==> src/verilog/tpw_map.svh <==
// Register offsets, field positions, reset values and counts of the triggered pulse timer.
`ifndef TPW_MAP_SVH
`define TPW_MAP_SVH

// =====================================================================
// Register offsets (byte addresses)
`define TPW_OFS_CTRL 8'h00
`define TPW_OFS_CYCLE 8'h04
`define TPW_OFS_WIDTH 8'h08
`define TPW_OFS_COUNT 8'h0C
`define TPW_OFS_STATUS 8'h10

// =====================================================================
// Control register fields
`define TPW_CTRL_RUN_BIT 0
`define TPW_CTRL_SWTRIG_BIT 1
`define TPW_CTRL_EDGE_LSB 2
`define TPW_CTRL_EDGE_MSB 3
`define TPW_CTRL_PRESC_LSB 4
`define TPW_CTRL_PRESC_MSB 6

// =====================================================================
// Status register fields
`define TPW_STAT_STATE_LSB 0
`define TPW_STAT_STATE_MSB 1
`define TPW_STAT_PULSE_BIT 2
`define TPW_STAT_RELOAD_BIT 3

// =====================================================================
// Reset values and counter constants
`define TPW_RST_CTRL 16'h0000
`define TPW_RST_CYCLE 16'hFFFF
`define TPW_RST_WIDTH 16'h0000
`define TPW_CNT_ZERO 16'h0000
`define TPW_CNT_FULL 16'hFFFF

// =====================================================================
// Trigger edge selection codes
`define TPW_EDGE_NONE 2'h0
`define TPW_EDGE_RISE 2'h1
`define TPW_EDGE_FALL 2'h2
`define TPW_EDGE_BOTH 2'h3

`endif

==> src/verilog/tpw_pkg.sv <==
// Types shared by the triggered pulse timer files.
`default_nettype none
package tpw_pkg;

  // =====================================================================
  // Timer states
  typedef enum logic [1:0] {
    TPW_IDLE,
    TPW_WAIT,
    TPW_COUNT
  } tpw_state_t;

  // =====================================================================
  // Register bus request
  typedef struct packed {
    logic wr;
    logic rd;
    logic [7:0] addr;
    logic [15:0] wdata;
  } tpw_bus_req_t;

  // =====================================================================
  // Control register contents
  typedef struct packed {
    logic [2:0] presc;
    logic [1:0] edge_sel;
    logic run;
  } tpw_ctrl_t;

  // =====================================================================
  // Qualified edges from the trigger pin
  typedef struct packed {
    logic rise;
    logic fall;
  } tpw_edges_t;

endpackage : tpw_pkg
`default_nettype wire

==> src/verilog/tpw_trig_sync.sv <==
// Three-stage synchroniser and edge detector for the trigger input pin.
`timescale 1ns/100ps
`default_nettype none
module tpw_trig_sync (
  input wire logic ref_clk_i,
  input wire logic rst_n_i,
  input wire logic pin_i,
  output tpw_pkg::tpw_edges_t edges_o
);
  import tpw_pkg::*;

  logic ff1_reg;
  logic ff2_reg;
  logic ff3_reg;
  logic level_reg;
  tpw_edges_t edges_reg;

  // =====================================================================
  // Synchroniser chain
  always_ff @(posedge ref_clk_i or negedge rst_n_i) begin
    if (!rst_n_i) begin
      ff1_reg <= 1'b0;
      ff2_reg <= 1'b0;
      ff3_reg <= 1'b0;
    end else begin
      ff1_reg <= pin_i;
      ff2_reg <= ff1_reg;
      ff3_reg <= ff2_reg;
    end
  end

  // =====================================================================
  // Edge detection
  // A change is accepted only once two later stages agree, so a level
  // that settles in the first stage never produces a spurious edge.
  always_ff @(posedge ref_clk_i or negedge rst_n_i) begin
    if (!rst_n_i) begin
      level_reg <= 1'b0;
      edges_reg <= '0;
    end else begin
      edges_reg <= '0;
      if ((ff2_reg == ff3_reg) && (ff2_reg != level_reg)) begin
        level_reg <= ff2_reg;
        edges_reg.rise <= ff2_reg;
        edges_reg.fall <= ~ff2_reg;
      end
    end
  end

  assign edges_o = edges_reg;

endmodule : tpw_trig_sync
`default_nettype wire

==> src/verilog/tpw_timer.sv <==
// Triggered pulse output timer: 16-bit counter, compare shadows and pulse output.
//
// Summary of operation
// - Counter read returns live count, undisturbed.
// - Period is cycle plus one; active equals width.
// - Width write arms shadow reload at next clear.
// - Width zero: always inactive, both matches together.
// - Width equals cycle plus one: always active.
// - Trigger after width match restarts, asserts output.
// - Trigger before width match suppresses it.
// - Trigger after cycle match extends active time.
// - Trigger before cycle match suppresses it.
// - Width match raised when counter equals width.
// - Run bit enters trigger wait, counter held.
// - Pin edge or software bit acts as trigger.
// - Running trigger clears counter, output goes active.
// - Cycle match raised on count after equality.
//
// Added by the designer: the placing of the registers and the strobed register port.
`include "tpw_map.svh"
`timescale 1ns/100ps
`default_nettype none
module tpw_timer (
  input wire logic ref_clk_i,
  input wire logic rst_n_i,
  input wire tpw_pkg::tpw_bus_req_t bus_req_i,
  output logic [15:0] rdata_o,
  input wire logic trigger_input_pin_i,
  output logic pulse_output_pin_o,
  output logic half_rate_output_pin_o,
  output logic cycle_match_irq_o,
  output logic width_match_irq_o
);
  import tpw_pkg::*;

  tpw_ctrl_t ctrl_reg;
  logic [15:0] cycle_compare_reg;
  logic [15:0] width_compare_reg;
  logic [15:0] sh_cycle_reg;
  logic [15:0] sh_width_reg;
  logic reload_pend_reg;
  logic trig_pend_reg;
  logic [6:0] div_reg;
  logic tick_reg;
  tpw_state_t st_reg;
  tpw_state_t st_next;
  logic [15:0] cnt_reg;
  logic [15:0] cnt_next;
  logic pulse_reg;
  logic pulse_next;
  logic half_reg;
  logic half_next;
  logic cyc_irq_reg;
  logic cyc_irq_next;
  logic wid_irq_reg;
  logic wid_irq_next;
  logic [15:0] rdata_reg;
  logic clr;
  logic do_load;
  logic [15:0] new_width;
  logic [15:0] cnt_inc;
  logic fire;
  logic sw_trig;
  logic pin_trig;
  tpw_edges_t edges;

  // =====================================================================
  // Helper functions
  function automatic logic [6:0] presc_limit(input logic [2:0] sel);
    presc_limit = 7'(({7'd0, 1'b1} << sel) - 8'd1);
  endfunction : presc_limit

  function automatic logic bus_hit(input tpw_bus_req_t req, input logic [7:0] ofs);
    bus_hit = (req.addr == ofs);
  endfunction : bus_hit

  // =====================================================================
  // Trigger pin front end
  tpw_trig_sync u_sync (
    .ref_clk_i(ref_clk_i),
    .rst_n_i(rst_n_i),
    .pin_i(trigger_input_pin_i),
    .edges_o(edges)
  );

  assign pin_trig = (edges.rise && ctrl_reg.edge_sel[0]) || (edges.fall && ctrl_reg.edge_sel[1]);
  assign sw_trig = bus_req_i.wr && bus_hit(bus_req_i, `TPW_OFS_CTRL) &&
                   bus_req_i.wdata[`TPW_CTRL_SWTRIG_BIT] && ctrl_reg.run;
  assign fire = tick_reg && trig_pend_reg;

  // =====================================================================
  // Register writes
  // The prescale and edge fields may be changed while running; the
  // divider compares with the new limit from the next clock, wrapping at once if already past it.
  always_ff @(posedge ref_clk_i or negedge rst_n_i) begin
    if (!rst_n_i) begin
      ctrl_reg <= tpw_ctrl_t'(6'(`TPW_RST_CTRL));
      cycle_compare_reg <= `TPW_RST_CYCLE;
      width_compare_reg <= `TPW_RST_WIDTH;
    end else if (bus_req_i.wr) begin
      if (bus_hit(bus_req_i, `TPW_OFS_CTRL)) begin
        ctrl_reg.run <= bus_req_i.wdata[`TPW_CTRL_RUN_BIT];
        ctrl_reg.edge_sel <= bus_req_i.wdata[`TPW_CTRL_EDGE_MSB:`TPW_CTRL_EDGE_LSB];
        ctrl_reg.presc <= bus_req_i.wdata[`TPW_CTRL_PRESC_MSB:`TPW_CTRL_PRESC_LSB];
      end
      if (bus_hit(bus_req_i, `TPW_OFS_CYCLE)) begin
        cycle_compare_reg <= bus_req_i.wdata;
      end
      if (bus_hit(bus_req_i, `TPW_OFS_WIDTH)) begin
        width_compare_reg <= bus_req_i.wdata;
      end
    end
  end

  // =====================================================================
  // Register reads: data stand only in the cycle after the strobe.
  always_ff @(posedge ref_clk_i or negedge rst_n_i) begin
    if (!rst_n_i) begin
      rdata_reg <= 16'h0000;
    end else if (bus_req_i.rd) begin
      unique case (bus_req_i.addr)
        `TPW_OFS_CTRL: rdata_reg <= {9'h000, ctrl_reg.presc, ctrl_reg.edge_sel, 1'b0, ctrl_reg.run};
        `TPW_OFS_CYCLE: rdata_reg <= cycle_compare_reg;
        `TPW_OFS_WIDTH: rdata_reg <= width_compare_reg;
        `TPW_OFS_COUNT: rdata_reg <= cnt_reg;
        `TPW_OFS_STATUS: rdata_reg <= {12'h000, reload_pend_reg, pulse_reg, st_reg};
        default: rdata_reg <= 16'h0000;
      endcase
    end else begin
      rdata_reg <= 16'h0000;
    end
  end

  // =====================================================================
  // Count clock divider
  always_ff @(posedge ref_clk_i or negedge rst_n_i) begin
    if (!rst_n_i) begin
      div_reg <= 7'h00;
      tick_reg <= 1'b0;
    end else if (!ctrl_reg.run) begin
      div_reg <= 7'h00;
      tick_reg <= 1'b0;
    end else if (div_reg >= presc_limit(ctrl_reg.presc)) begin
      div_reg <= 7'h00;
      tick_reg <= 1'b1;
    end else begin
      div_reg <= div_reg + 7'h01;
      tick_reg <= 1'b0;
    end
  end

  // =====================================================================
  // Pending trigger: an event arriving on the consuming tick is kept.
  always_ff @(posedge ref_clk_i or negedge rst_n_i) begin
    if (!rst_n_i) begin
      trig_pend_reg <= 1'b0;
    end else if (!ctrl_reg.run) begin
      trig_pend_reg <= 1'b0;
    end else begin
      trig_pend_reg <= pin_trig || sw_trig || (trig_pend_reg && !tick_reg);
    end
  end

  // =====================================================================
  // Counter, state and output sequencing
  assign cnt_inc = cnt_reg + 16'h0001;

  always_comb begin
    st_next = st_reg;
    cnt_next = cnt_reg;
    pulse_next = pulse_reg;
    half_next = half_reg;
    cyc_irq_next = 1'b0;
    wid_irq_next = 1'b0;
    clr = 1'b0;
    do_load = 1'b0;
    new_width = sh_width_reg;
    if (!ctrl_reg.run) begin
      st_next = TPW_IDLE;
      cnt_next = `TPW_CNT_ZERO;
      pulse_next = 1'b0;
    end else if (st_reg == TPW_IDLE) begin
      st_next = TPW_WAIT;
      cnt_next = `TPW_CNT_FULL;
      do_load = 1'b1;
    end else if (tick_reg) begin
      unique case (st_reg)
        TPW_WAIT: begin
          if (fire) begin
            st_next = TPW_COUNT;
            clr = 1'b1;
          end
        end
        TPW_COUNT: begin
          if (fire) begin
            clr = 1'b1;
          end else if (cnt_reg == sh_cycle_reg) begin
            // cycle match on the following count
            clr = 1'b1;
            cyc_irq_next = 1'b1;
          end else begin
            cnt_next = cnt_inc;
            // width match with the output edge
            if (cnt_inc == sh_width_reg) begin
              pulse_next = 1'b0;
              wid_irq_next = 1'b1;
            end
          end
        end
        default: begin
          st_next = TPW_IDLE;
        end
      endcase
      if (clr) begin
        cnt_next = `TPW_CNT_ZERO;
        half_next = ~half_reg;
        do_load = reload_pend_reg;
        new_width = reload_pend_reg ? width_compare_reg : sh_width_reg;
        // zero width matches at the clear itself
        pulse_next = (new_width != `TPW_CNT_ZERO);
        wid_irq_next = (new_width == `TPW_CNT_ZERO);
      end
    end
  end

  always_ff @(posedge ref_clk_i or negedge rst_n_i) begin
    if (!rst_n_i) begin
      st_reg <= TPW_IDLE;
      cnt_reg <= `TPW_CNT_ZERO;
      pulse_reg <= 1'b0;
      half_reg <= 1'b0;
      cyc_irq_reg <= 1'b0;
      wid_irq_reg <= 1'b0;
    end else begin
      st_reg <= st_next;
      cnt_reg <= cnt_next;
      pulse_reg <= pulse_next;
      half_reg <= half_next;
      cyc_irq_reg <= cyc_irq_next;
      wid_irq_reg <= wid_irq_next;
    end
  end

  // =====================================================================
  // Shadow compare buffers
  // reload at run start, and at a counter clear after a width write
  always_ff @(posedge ref_clk_i or negedge rst_n_i) begin
    if (!rst_n_i) begin
      sh_cycle_reg <= `TPW_RST_CYCLE;
      sh_width_reg <= `TPW_RST_WIDTH;
    end else if (do_load) begin
      sh_cycle_reg <= cycle_compare_reg;
      sh_width_reg <= width_compare_reg;
    end
  end

  // A width write landing on the reload cycle stays armed for the next
  // clear, since the value loaded this cycle is the older one.
  always_ff @(posedge ref_clk_i or negedge rst_n_i) begin
    if (!rst_n_i) begin
      reload_pend_reg <= 1'b0;
    end else if (bus_req_i.wr && bus_hit(bus_req_i, `TPW_OFS_WIDTH)) begin
      reload_pend_reg <= 1'b1;
    end else if (do_load) begin
      reload_pend_reg <= 1'b0;
    end
  end

  assign rdata_o = rdata_reg;
  assign pulse_output_pin_o = pulse_reg;
  assign half_rate_output_pin_o = half_reg;
  assign cycle_match_irq_o = cyc_irq_reg;
  assign width_match_irq_o = wid_irq_reg;
endmodule : tpw_timer
`default_nettype wire

==> config.mk <==
export PLATFORM = sky130hd
export DESIGN_NAME = tpw_timer
export DESIGN_NICKNAME = d
export VERILOG_FILES = /design/src/verilog/tpw_pkg.sv /design/src/verilog/tpw_trig_sync.sv /design/src/verilog/tpw_timer.sv
export VERILOG_INCLUDE_DIRS = /design/src /design/src/verilog
export SDC_FILE = /design/constraint.sdc
export NUM_CORES = 1
export LEC_CHECK = 0
export BUFFER_PORTS_ARGS = -buffer_cell sky130_fd_sc_hd__buf_4
export CORE_ASPECT_RATIO = 1.1
export CORE_MARGIN = 3
export CORE_UTILIZATION = 35
export CTS_CLUSTER_SIZE = 8
export DETAILED_ROUTE_END_ITERATION = 8
export GPL_TIMING_DRIVEN = 0
export PLACE_DENSITY = 0.59
export RECOVER_POWER = 50
export SYNTH_ARGS = -nofsm -noshare
export SYNTH_HDL_FRONTEND = slang
export SYNTH_SLANG_ARGS = --single-unit
==> constraint.sdc <==
create_clock -name ref_clk_i -period 6.6 [get_ports ref_clk_i]
set_clock_uncertainty 0.1 [all_clocks]
set_input_delay 0.33 -clock ref_clk_i [delete_from_list [all_inputs] [get_ports ref_clk_i]]
set_output_delay 0.33 -clock ref_clk_i [all_outputs]
set_load 0.02 [all_outputs]
==> qor.yml, run 1 <==
power_density_nw_per_um2: 259
overflow: 0
cp_max_fo: 104
finalHoldViolCount: 0
cp_cell_sequence: "dlygate4sd3_1 > clkbuf_1 > clkbuf_2"
synth_edf_count: 0
status: "finished with violations"
vias: 4576
htreeDepth: 4
critical_path_class: "in -> async"
wl_um: 15800
p_leak_uw: 0.00356
io_buffers: 46
yosysUniqueCellTypes: 59
n_antenna_cell: 0
clock.fmax_mhz: 265
die_w_um: 136
num_rows: 51
drc: 0
arrival_ns: 3.67
place_area_um2: 7190
syn_to_final_growth_pct: 19.1
reg2regPathDepth: 9
clk_latency_ns: 0.42
initial_core_util_pct: 36.2
grtUsageTotal_pct: 16.1
numCtsBuffers: 17
drv_cap: 1
first_iter_violations: 243
antenna_found_initial: 0
grt_pass1_vias: 4718
synth_flop_cell: "dfrtp_1"
dp_hpwl_um: 11500
period_share_pct: 57.2
avgSynthCellArea_um2: 11.6
die-height_um: 149
syn_inst: 561
tightest_slew_ns: 2.47
violations: "max-capacitance violations, max-slew violations"
slew_headroom_pct: -64.8
min_path_cells: 2
die_area_um2: 20300
ant_nets: 0
async_flop_share_pct: 100
cts.reportedPaths.clkPinSlew_ns: 0.05
synth-seq-cells: 124
final_net_count: 670
synth_top_cell_area_share_pct: 35.3
cts.sinks: 124
power_uw: 2010
netlist_area_um2: 6510
period_minus_slack_ns: 3.77
rsz0062_at_grt: "false"
ys_warn_count: 0
cts_buffer_depth: 2
ir_drop_mv: 0.173
hold_ws_ns: 0.0486
drive_above_1_share_pct: 34.7
cts_root_buf: "clkbuf_16"
vias_per_cell: 5.20
yosysSeqAreaShare_pct: 48.3
startpoint: "rst_n_i"
synth_top_cells_by_count: "dfrtp_1 (92), mux2_2 (53), nor2_1 (46)"
ios: 49
setup_viol: 0
grt_max_degree: 105
core-area_um2: 18000
hold_path.class: "in -> reg"
drv_slew: 105
final_cell_area_um2: 7760
post_cts_buffers: 0
crit_required_ns: 6.50
grt_pass1_wl_um: 25400
yosysTopAreaCell: "dfrtp_1"
syn_nets: 602
routedWlPerCell_um: 17.9
endpoint_kind: "async pin"
synth_most_common_cell: "dfrtp_1"
crit_path_start_kind: "input pin"
slowest_stage: "clkbuf_2"
worstHoldStart: "bus_req_i[12]"
place.gp.congestion: 0.890
cts_tree: "done"
synth_area_leaders: "dfrtp_1 (35%), dfstp_2 (13%), mux2_2 (9.2%)"
finalSetupTns_ns: 0
r2r_start: "cnt_reg[0]$_DFFE_PN0P_"
critical_path.max_stage_delay_ns: 1.90
dr.pass1.iters: 5
-- worst max-delay path, delay by kind of cell --
family / cells / cell delay, ns
buf+inv: 3 / 3.26
-- report_power, final --
| part | switching (uW) | internal, uW | leakage [uW] | total (uW) |
|---|---|---|---|---|
| Sequential | 36.5 | 803 | 0.00160 | 839 |
| Clock | 335 | 603 | 0.000291 | 938 |
| Combinational | 128 | 103 | 0.00167 | 231 |
-- area by class of cell --
class,instances,area [um^2]
Buffer,32,184
Clock buffer,21,450
Clock inverter,11,144
Fill cell,1728,10200
Inverter,19,71.3
Multi-Input combinational cell,386,3120
Sequential cell,124,3140
Tap cell,238,298
Timing Repair Buffer,49,352
-- per-stage QoR --
step	instances	setup slack [ns]	utilization, %
after floorplan	561	4.09	-
after global placement	845	3.71	39.8
after detailed placement	846	3.61	39.9
after CTS	880	3.60	43.4
after global routing	880	2.09	43.1
final	880	2.83	43.1
-- final timing paths --
check | endpoint | slack, ns
setup reg to reg | pulse_output_pin_o$_DFFE_PN0P_ | 3.54
hold reg to reg | u_sync.ff2_reg$_DFF_PN0_ | 0.26
hold / removal | cycle_compare_reg[12]$_DFFE_PN1P_ | 0.05
setup / recovery | st_reg[0]$_DFFE_PN0P_ | 2.83
min in group asynchronous | sh_width_reg[9]$_DFFE_PN0P_ | 0.57
max in group ref_clk_i | pulse_output_pin_o$_DFFE_PN0P_ | 3.54
-- routing by layer --
layer | vias up | global-route usage [%] | share of wire (%)
met2 | 90 | 26.4 | 50
met4 | 0 | 6.15 | 1.5
met1 | 2314 | 21.2 | 46
li1 | 2155 | - | -
met5 | - | 0 | 0
met3 | 17 | 3.10 | 2.8
-- timing repair --
action	in CTS	in global routing
endpoints found under the hold margin	21	0
resized for setup	0	0
hold buffers	2	0
-- cells in the final DEF (no fill, tap or decap), drive strengths merged, types with 2 or more instances in the layout --
master and instances:
or4 2, a21oi 17, buf 64, a211oi 2
nor3 5, nand2b 4, clkbuf 36, inv 20
o211ai 3, dfstp 32, a22oi 12, a222oi 2
nand3 17, nor2b 6, a31oi 2, nor4 17
mux2 83, nor2 46, and4 2, bufinv 3
clkinv 6, dlygate4sd3 2, or3 4, o22ai 4
o21ai 25, a41oi 3, nand4 9, xor2 26
xnor2 22, o311ai 9, a21o 3, mux4 3
ha 12, dfrtp 92, and2 3, and3 7
nand2 26
-- kinds of logic (layout without fill, tap and decap cells) --
logic type / count (synthesis) / after routing / synth area share (%)
compound gates: 86 / 86 / 9.24
xor+xnor: 48 / 48 / 6.45
fa+ha+maj: 13 / 13 / 2.46
buf+inv: 51 / 132 / 3.92
flops: 124 / 124 / 48.3
mux: 86 / 86 / 17.1
simple gates: 153 / 153 / 12.6
(Power assumes the default switching activity.)
==> inputs of run 2 (changes only) <==
clock period = 3.8 ns   (was 6.6 ns; I/O delays follow)
==> qor.yml, run 2 (same netlist as run 1, synthesis figures left out) <==
cts.reportedPaths.clkPinSlew_ns: 0.06
cts_root_buf: "clkbuf_16"
grtUsageTotal_pct: 16.2
io_buffers: 46
final_cell_mix: "dfrtp_1 (92), mux2_2 (53), nor2_1 (46)"
vias_per_cell: 5.14
wl_um: 15800
status: "complete, no violations"
initial_core_util_pct: 36.2
routedWlPerCell_um: 17.6
power_uw: 3500
layout.cells.most_common: "dfrtp_1"
r2r_slack_ns: 0.73
slew_headroom_pct: 7.79
core-area_um2: 18000
critical_path.max_stage_delay_ns: 0.58
period_share_pct: 80.7
swShare_pct: 24.8
finalHoldViolCount: 0
drc: 0
first_iter_violations: 261
ant_nets: 0
reg2reg_to: "pulse_output_pin_o$_DFFE_PN0P_"
startpoint: "cnt_reg[0]$_DFFE_PN0P_"
critical_path_class: "reg -> reg"
switching_power_uw: 870
drive_above_1_share_pct: 33.8
htreeDepth: 4
post_cts_buffers: 0
die_w_um: 136
crit_path_start_kind: "flop"
final_net_count: 687
min_path_cells: 3
syn_to_final_growth_pct: 21.7
ir_drop_mv: 0.304
finalSetupTns_ns: 0
cp_max_fo: 8
power_frac_clock_pct: 46.5
pwr-share-comb_pct: 11.9
cp_num_buf_inv: 1
die_area_um2: 20300
crit_required_ns: 4.00
hold_path.class: "in -> reg"
power_density_nw_per_um2: 442
endpoint_kind: "flop"
numCtsBuffers: 17
ios: 49
cts_buffer_depth: 2
cts_resized: 0
r2r_start: "cnt_reg[0]$_DFFE_PN0P_"
dr.pass1.iters: 4
grt_max_degree: 105
reg2regPathDepth: 9
die-height_um: 149
cp_cell_sequence: "ha_1 > buf_2 > or3b_1 > a21oi_1 > o31ai_1 > or4_1 > nor4_2 > o21ai_0 > a22o_1"
grt_pass1_vias: 4758
place.gp.congestion: 0.890
period_minus_slack_ns: 3.07
grt_pass1_wl_um: 25600
n_antenna_cell: 0
clk_latency_ns: 0.41
p_seq_share_pct: 41.6
clock.fmax_mhz: 326
p_leak_uw: 0.00363
fill_cells: 1714
cts.sinks: 124
setup_viol: 0
rsz0062_at_grt: "false"
dp_hpwl_um: 11500
worstHoldStart: "bus_req_i[17]"
holdPathEnd: "rdata_o[4]$_DFF_PN0_"
antenna_found_initial: 0
hold_ws_ns: 0.0501
internal_power_uw: 2630
drv_slew: 0
cpLargestDelayFamily: "simple AND/OR/NAND/NOR gates"
drv_cap: 0
cts_tree: "done"
tightest_slew_ns: 1.38
vias: 4615
num_rows: 51
arrival_ns: 3.27
overflow: 0
slowest_stage: "or4_1"
[run 2: changes by cell type in the layout (fill, tap and decap cells not counted)]
cell / previous run / this run
dlygate4sd3_1: 2 / 19
clkbuf_2: 2 / 1
clkbuf_4: 1 / 2
[run 2: repair_timing]
item                                    in CTS  in global routing
hold buffers                                19                  0
hold endpoints to repair                   135                  0
endpoints found under the setup margin       0                  0
[run 2: per-stage QoR]
stage	cell area [um^2]	setup slack [ns]	std cells	utilization, %
after floorplan	6510	1.29	561	-
after global placement	7160	0.911	845	39.8
after detailed placement	7190	0.814	846	39.9
after CTS	7970	0.802	897	44.3
after global routing	7930	0.579	897	44.1
final	7930	0.732	897	44.1
[run 2: worst register-to-register path: cells and delay by family (launching register included)]
kind | cells | cell delay, ns
adders and majority gates | 1 | 0.20
DFF | 1 | 0.53
AOI/OAI and AO/OA | 4 | 0.62
buffers and inverters | 1 | 0.17
and+or+nand+nor | 3 | 1.34
[run 2: worst max-delay path by stage]
stage | endpoint | slack (ns) | depth (start not counted)
floorplan | div_reg[2]$_DFF_PN0_ | 1.29 | 10
global placement | pulse_output_pin_o$_DFFE_PN0P_ | 0.91 | 9
detailed placement | pulse_output_pin_o$_DFFE_PN0P_ | 0.81 | 9
CTS | pulse_output_pin_o$_DFFE_PN0P_ | 0.80 | 9
global route | cnt_reg[4]$_DFFE_PN0P_ | 0.58 | 9
finish | pulse_output_pin_o$_DFFE_PN0P_ | 0.73 | 9
[run 2: cell type report]
class / instances / area, um^2 / share of cell area [%]
Clock buffer: 21 / 450 / 5.68
Timing Repair Buffer: 66 / 524 / 6.61
Clock inverter: 11 / 144 / 1.81
Tap cell: 238 / 298 / 3.76
Buffer: 32 / 184 / 2.32
Sequential cell: 124 / 3140 / 39.6
Multi-Input combinational cell: 386 / 3120 / 39.3
Inverter: 19 / 71.3 / 0.899
[run 2: power by group through the flow]
stage                     logic [uW]  registers [uW]  clock network [uW]
after floorplan                  274            1450                   0
after global placement           398            1480                   0
after detailed placement         409            1480                   0
after CTS                        427            1460                1660
after global routing             460            1460                1720
final                            416            1460                1630
[run 2: routing by layer]
metal	routed length, um	share of wire, %	track usage [%]
met3	408	2.6	3.10
met1	7270	46	21.3
met4	260	1.6	6.15
met2	7880	50	26.6
met5	0	0	0
==> inputs of run 3 (changes only) <==
clock period = 2.9 ns   (was 3.8 ns; I/O delays follow)
==> qor.yml, run 3 (same netlist as run 1, synthesis figures left out) <==
cts.reportedPaths.clkPinSlew_ns: 0.06
status: "complete, no violations"
drc: 0
vias_per_cell: 5.19
ios: 49
io_buffers: 46
dpl.cell_count: 846
ant_nets: 0
dr.pass1.iters: 6
drive_above_1_share_pct: 35.6
setup_viol: 0
cts_root_buf: "clkbuf_16"
power_density_nw_per_um2: 576
die_area_um2: 20300
post-route-util_pct: 44.9
clock.fmax_mhz: 360
period_minus_slack_ns: 2.78
place_area_um2: 7190
cts_tree: "done"
slew_headroom_pct: 15.2
place.gp.congestion: 0.890
crit_required_ns: 3.10
hold_path.class: "in -> reg"
tightest_slew_ns: 1.27
worstHoldStart: "bus_req_i[20]"
grt_pass1_vias: 4784
routedWlPerCell_um: 17.8
cts.sinks: 124
die-height_um: 149
cp.depth: 9
numCtsBuffers: 17
htreeDepth: 4
die_w_um: 136
crit_path_start_kind: "flop"
syn_to_final_growth_pct: 24.1
layout.cells.most_common: "dfrtp_1"
ir_drop_mv: 0.398
final_cells: 901
n_antenna_cell: 0
cp_max_fo: 8
final_net_count: 691
period_share_pct: 95.8
num_rows: 51
cp_num_buf_inv: 1
p_leak_uw: 0.00368
arrival_ns: 2.98
grtUsageTotal_pct: 16.3
cpLargestDelayFamily: "simple AND/OR/NAND/NOR gates"
core-area_um2: 18000
slowest_stage: "or4_4"
critical_path.max_stage_delay_ns: 0.56
cp_cell_sequence: "ha_1 > buf_2 > or3b_1 > a21oi_1 > o31ai_1 > or4_4 > nor4_4 > o21ai_0 > a22o_1"
reg2reg_to: "pulse_output_pin_o$_DFFE_PN0P_"
grt_pass1_wl_um: 25600
vias: 4674
final_cell_mix: "dfrtp_1 (90), mux2_2 (53), nor2_1 (46)"
wl_um: 16000
first_iter_violations: 275
min_path_cells: 3
dp_hpwl_um: 11500
grt_max_degree: 105
reg2regPathDepth: 9
antenna_found_initial: 0
cts_buffer_depth: 2
drv_slew: 0
final_cell_area_um2: 8080
finalSetupTns_ns: 0
holdPathEnd: "rdata_o[4]$_DFF_PN0_"
r2r_start: "cnt_reg[0]$_DFFE_PN0P_"
drv_cap: 0
initial_core_util_pct: 36.2
r2r_slack_ns: 0.12
finalHoldViolCount: 0
critical_path_class: "reg -> reg"
clk_latency_ns: 0.42
overflow: 0
endpoint_kind: "flop"
[run 3: per-stage QoR]
step,hold WS [ns],power (uW),worst slack (ns)
floorplan,-0.251,2260,0.392
global placement,0.157,2460,0.0107
detailed placement,-0.0884,2470,-0.0862
CTS,0.00234,4650,0.0631
global route,0.0352,4830,-0.00755
finish,0.0202,4650,0.123
[run 3: layout make-up]
| cell class | count | area (um^2) |
|---|---|---|
| fillers | 1690 | 9910 |
| multi-input cells | 386 | 3200 |
| flip-flops and latches | 124 | 3150 |
| repair buffers | 71 | 591 |
| clock buffers | 21 | 450 |
| well taps | 238 | 298 |
| plain buffers | 31 | 183 |
| clock inverters | 11 | 144 |
| inverters | 19 | 71.3 |
[run 3: worst max-delay path by stage]
| stage | from | to | slack (ns) |
|---|---|---|---|
| 3_5_place_dp | cnt_reg[0]$_DFFE_PN0P_ | pulse_output_pin_o$_DFFE_PN0P_ | -0.09 |
| 5_1_grt | cnt_reg[5]$_DFFE_PN0P_ | cnt_reg[4]$_DFFE_PN0P_ | -0.008 |
| 3_3_place_gp | cnt_reg[0]$_DFFE_PN0P_ | pulse_output_pin_o$_DFFE_PN0P_ | 0.01 |
| 6_report | cnt_reg[0]$_DFFE_PN0P_ | pulse_output_pin_o$_DFFE_PN0P_ | 0.12 |
| 4_1_cts | cnt_reg[1]$_DFFE_PN0P_ | pulse_output_pin_o$_DFFE_PN0P_ | 0.06 |
| 2_1_floorplan | ctrl_reg[5]$_DFFE_PN0P_ | div_reg[2]$_DFF_PN0_ | 0.39 |
[run 3: worst reg2reg max path, cell delays in order (launching register included)]
cell	delay, ns
dfrtp_2	0.41
ha_1	0.16
buf_2	0.17
or3b_1	0.35
a21oi_1	0.13
o31ai_1	0.11
or4_4	0.56
nor4_4	0.33
o21ai_0	0.16
a22o_1	0.20
[run 3: routing by layer]
layer  up-vias  track usage (%)  part of all wire (%)
li1       2192                -                     -
met1      2353             21.4                    45
met2       110             26.5                    50
met3        19             3.07                   2.9
met4         0             6.30                   1.5
met5         -                0                     0
[run 3: power by group]
group / switching [uW] / total (uW) / leakage [uW] / internal [uW]
registers: 82.9 / 1910 / 0.00159 / 1830
clock network: 766 / 2140 / 0.000291 / 1370
logic: 324 / 605 / 0.00180 / 281
[run 3: timing repair]
action,CTS,global route
gates resized for setup,3,12
endpoints found under the setup margin,32,22
hold buffers,21,0
pin swaps,1,5
endpoints found under the hold margin,135,0
setup buffers,0,3
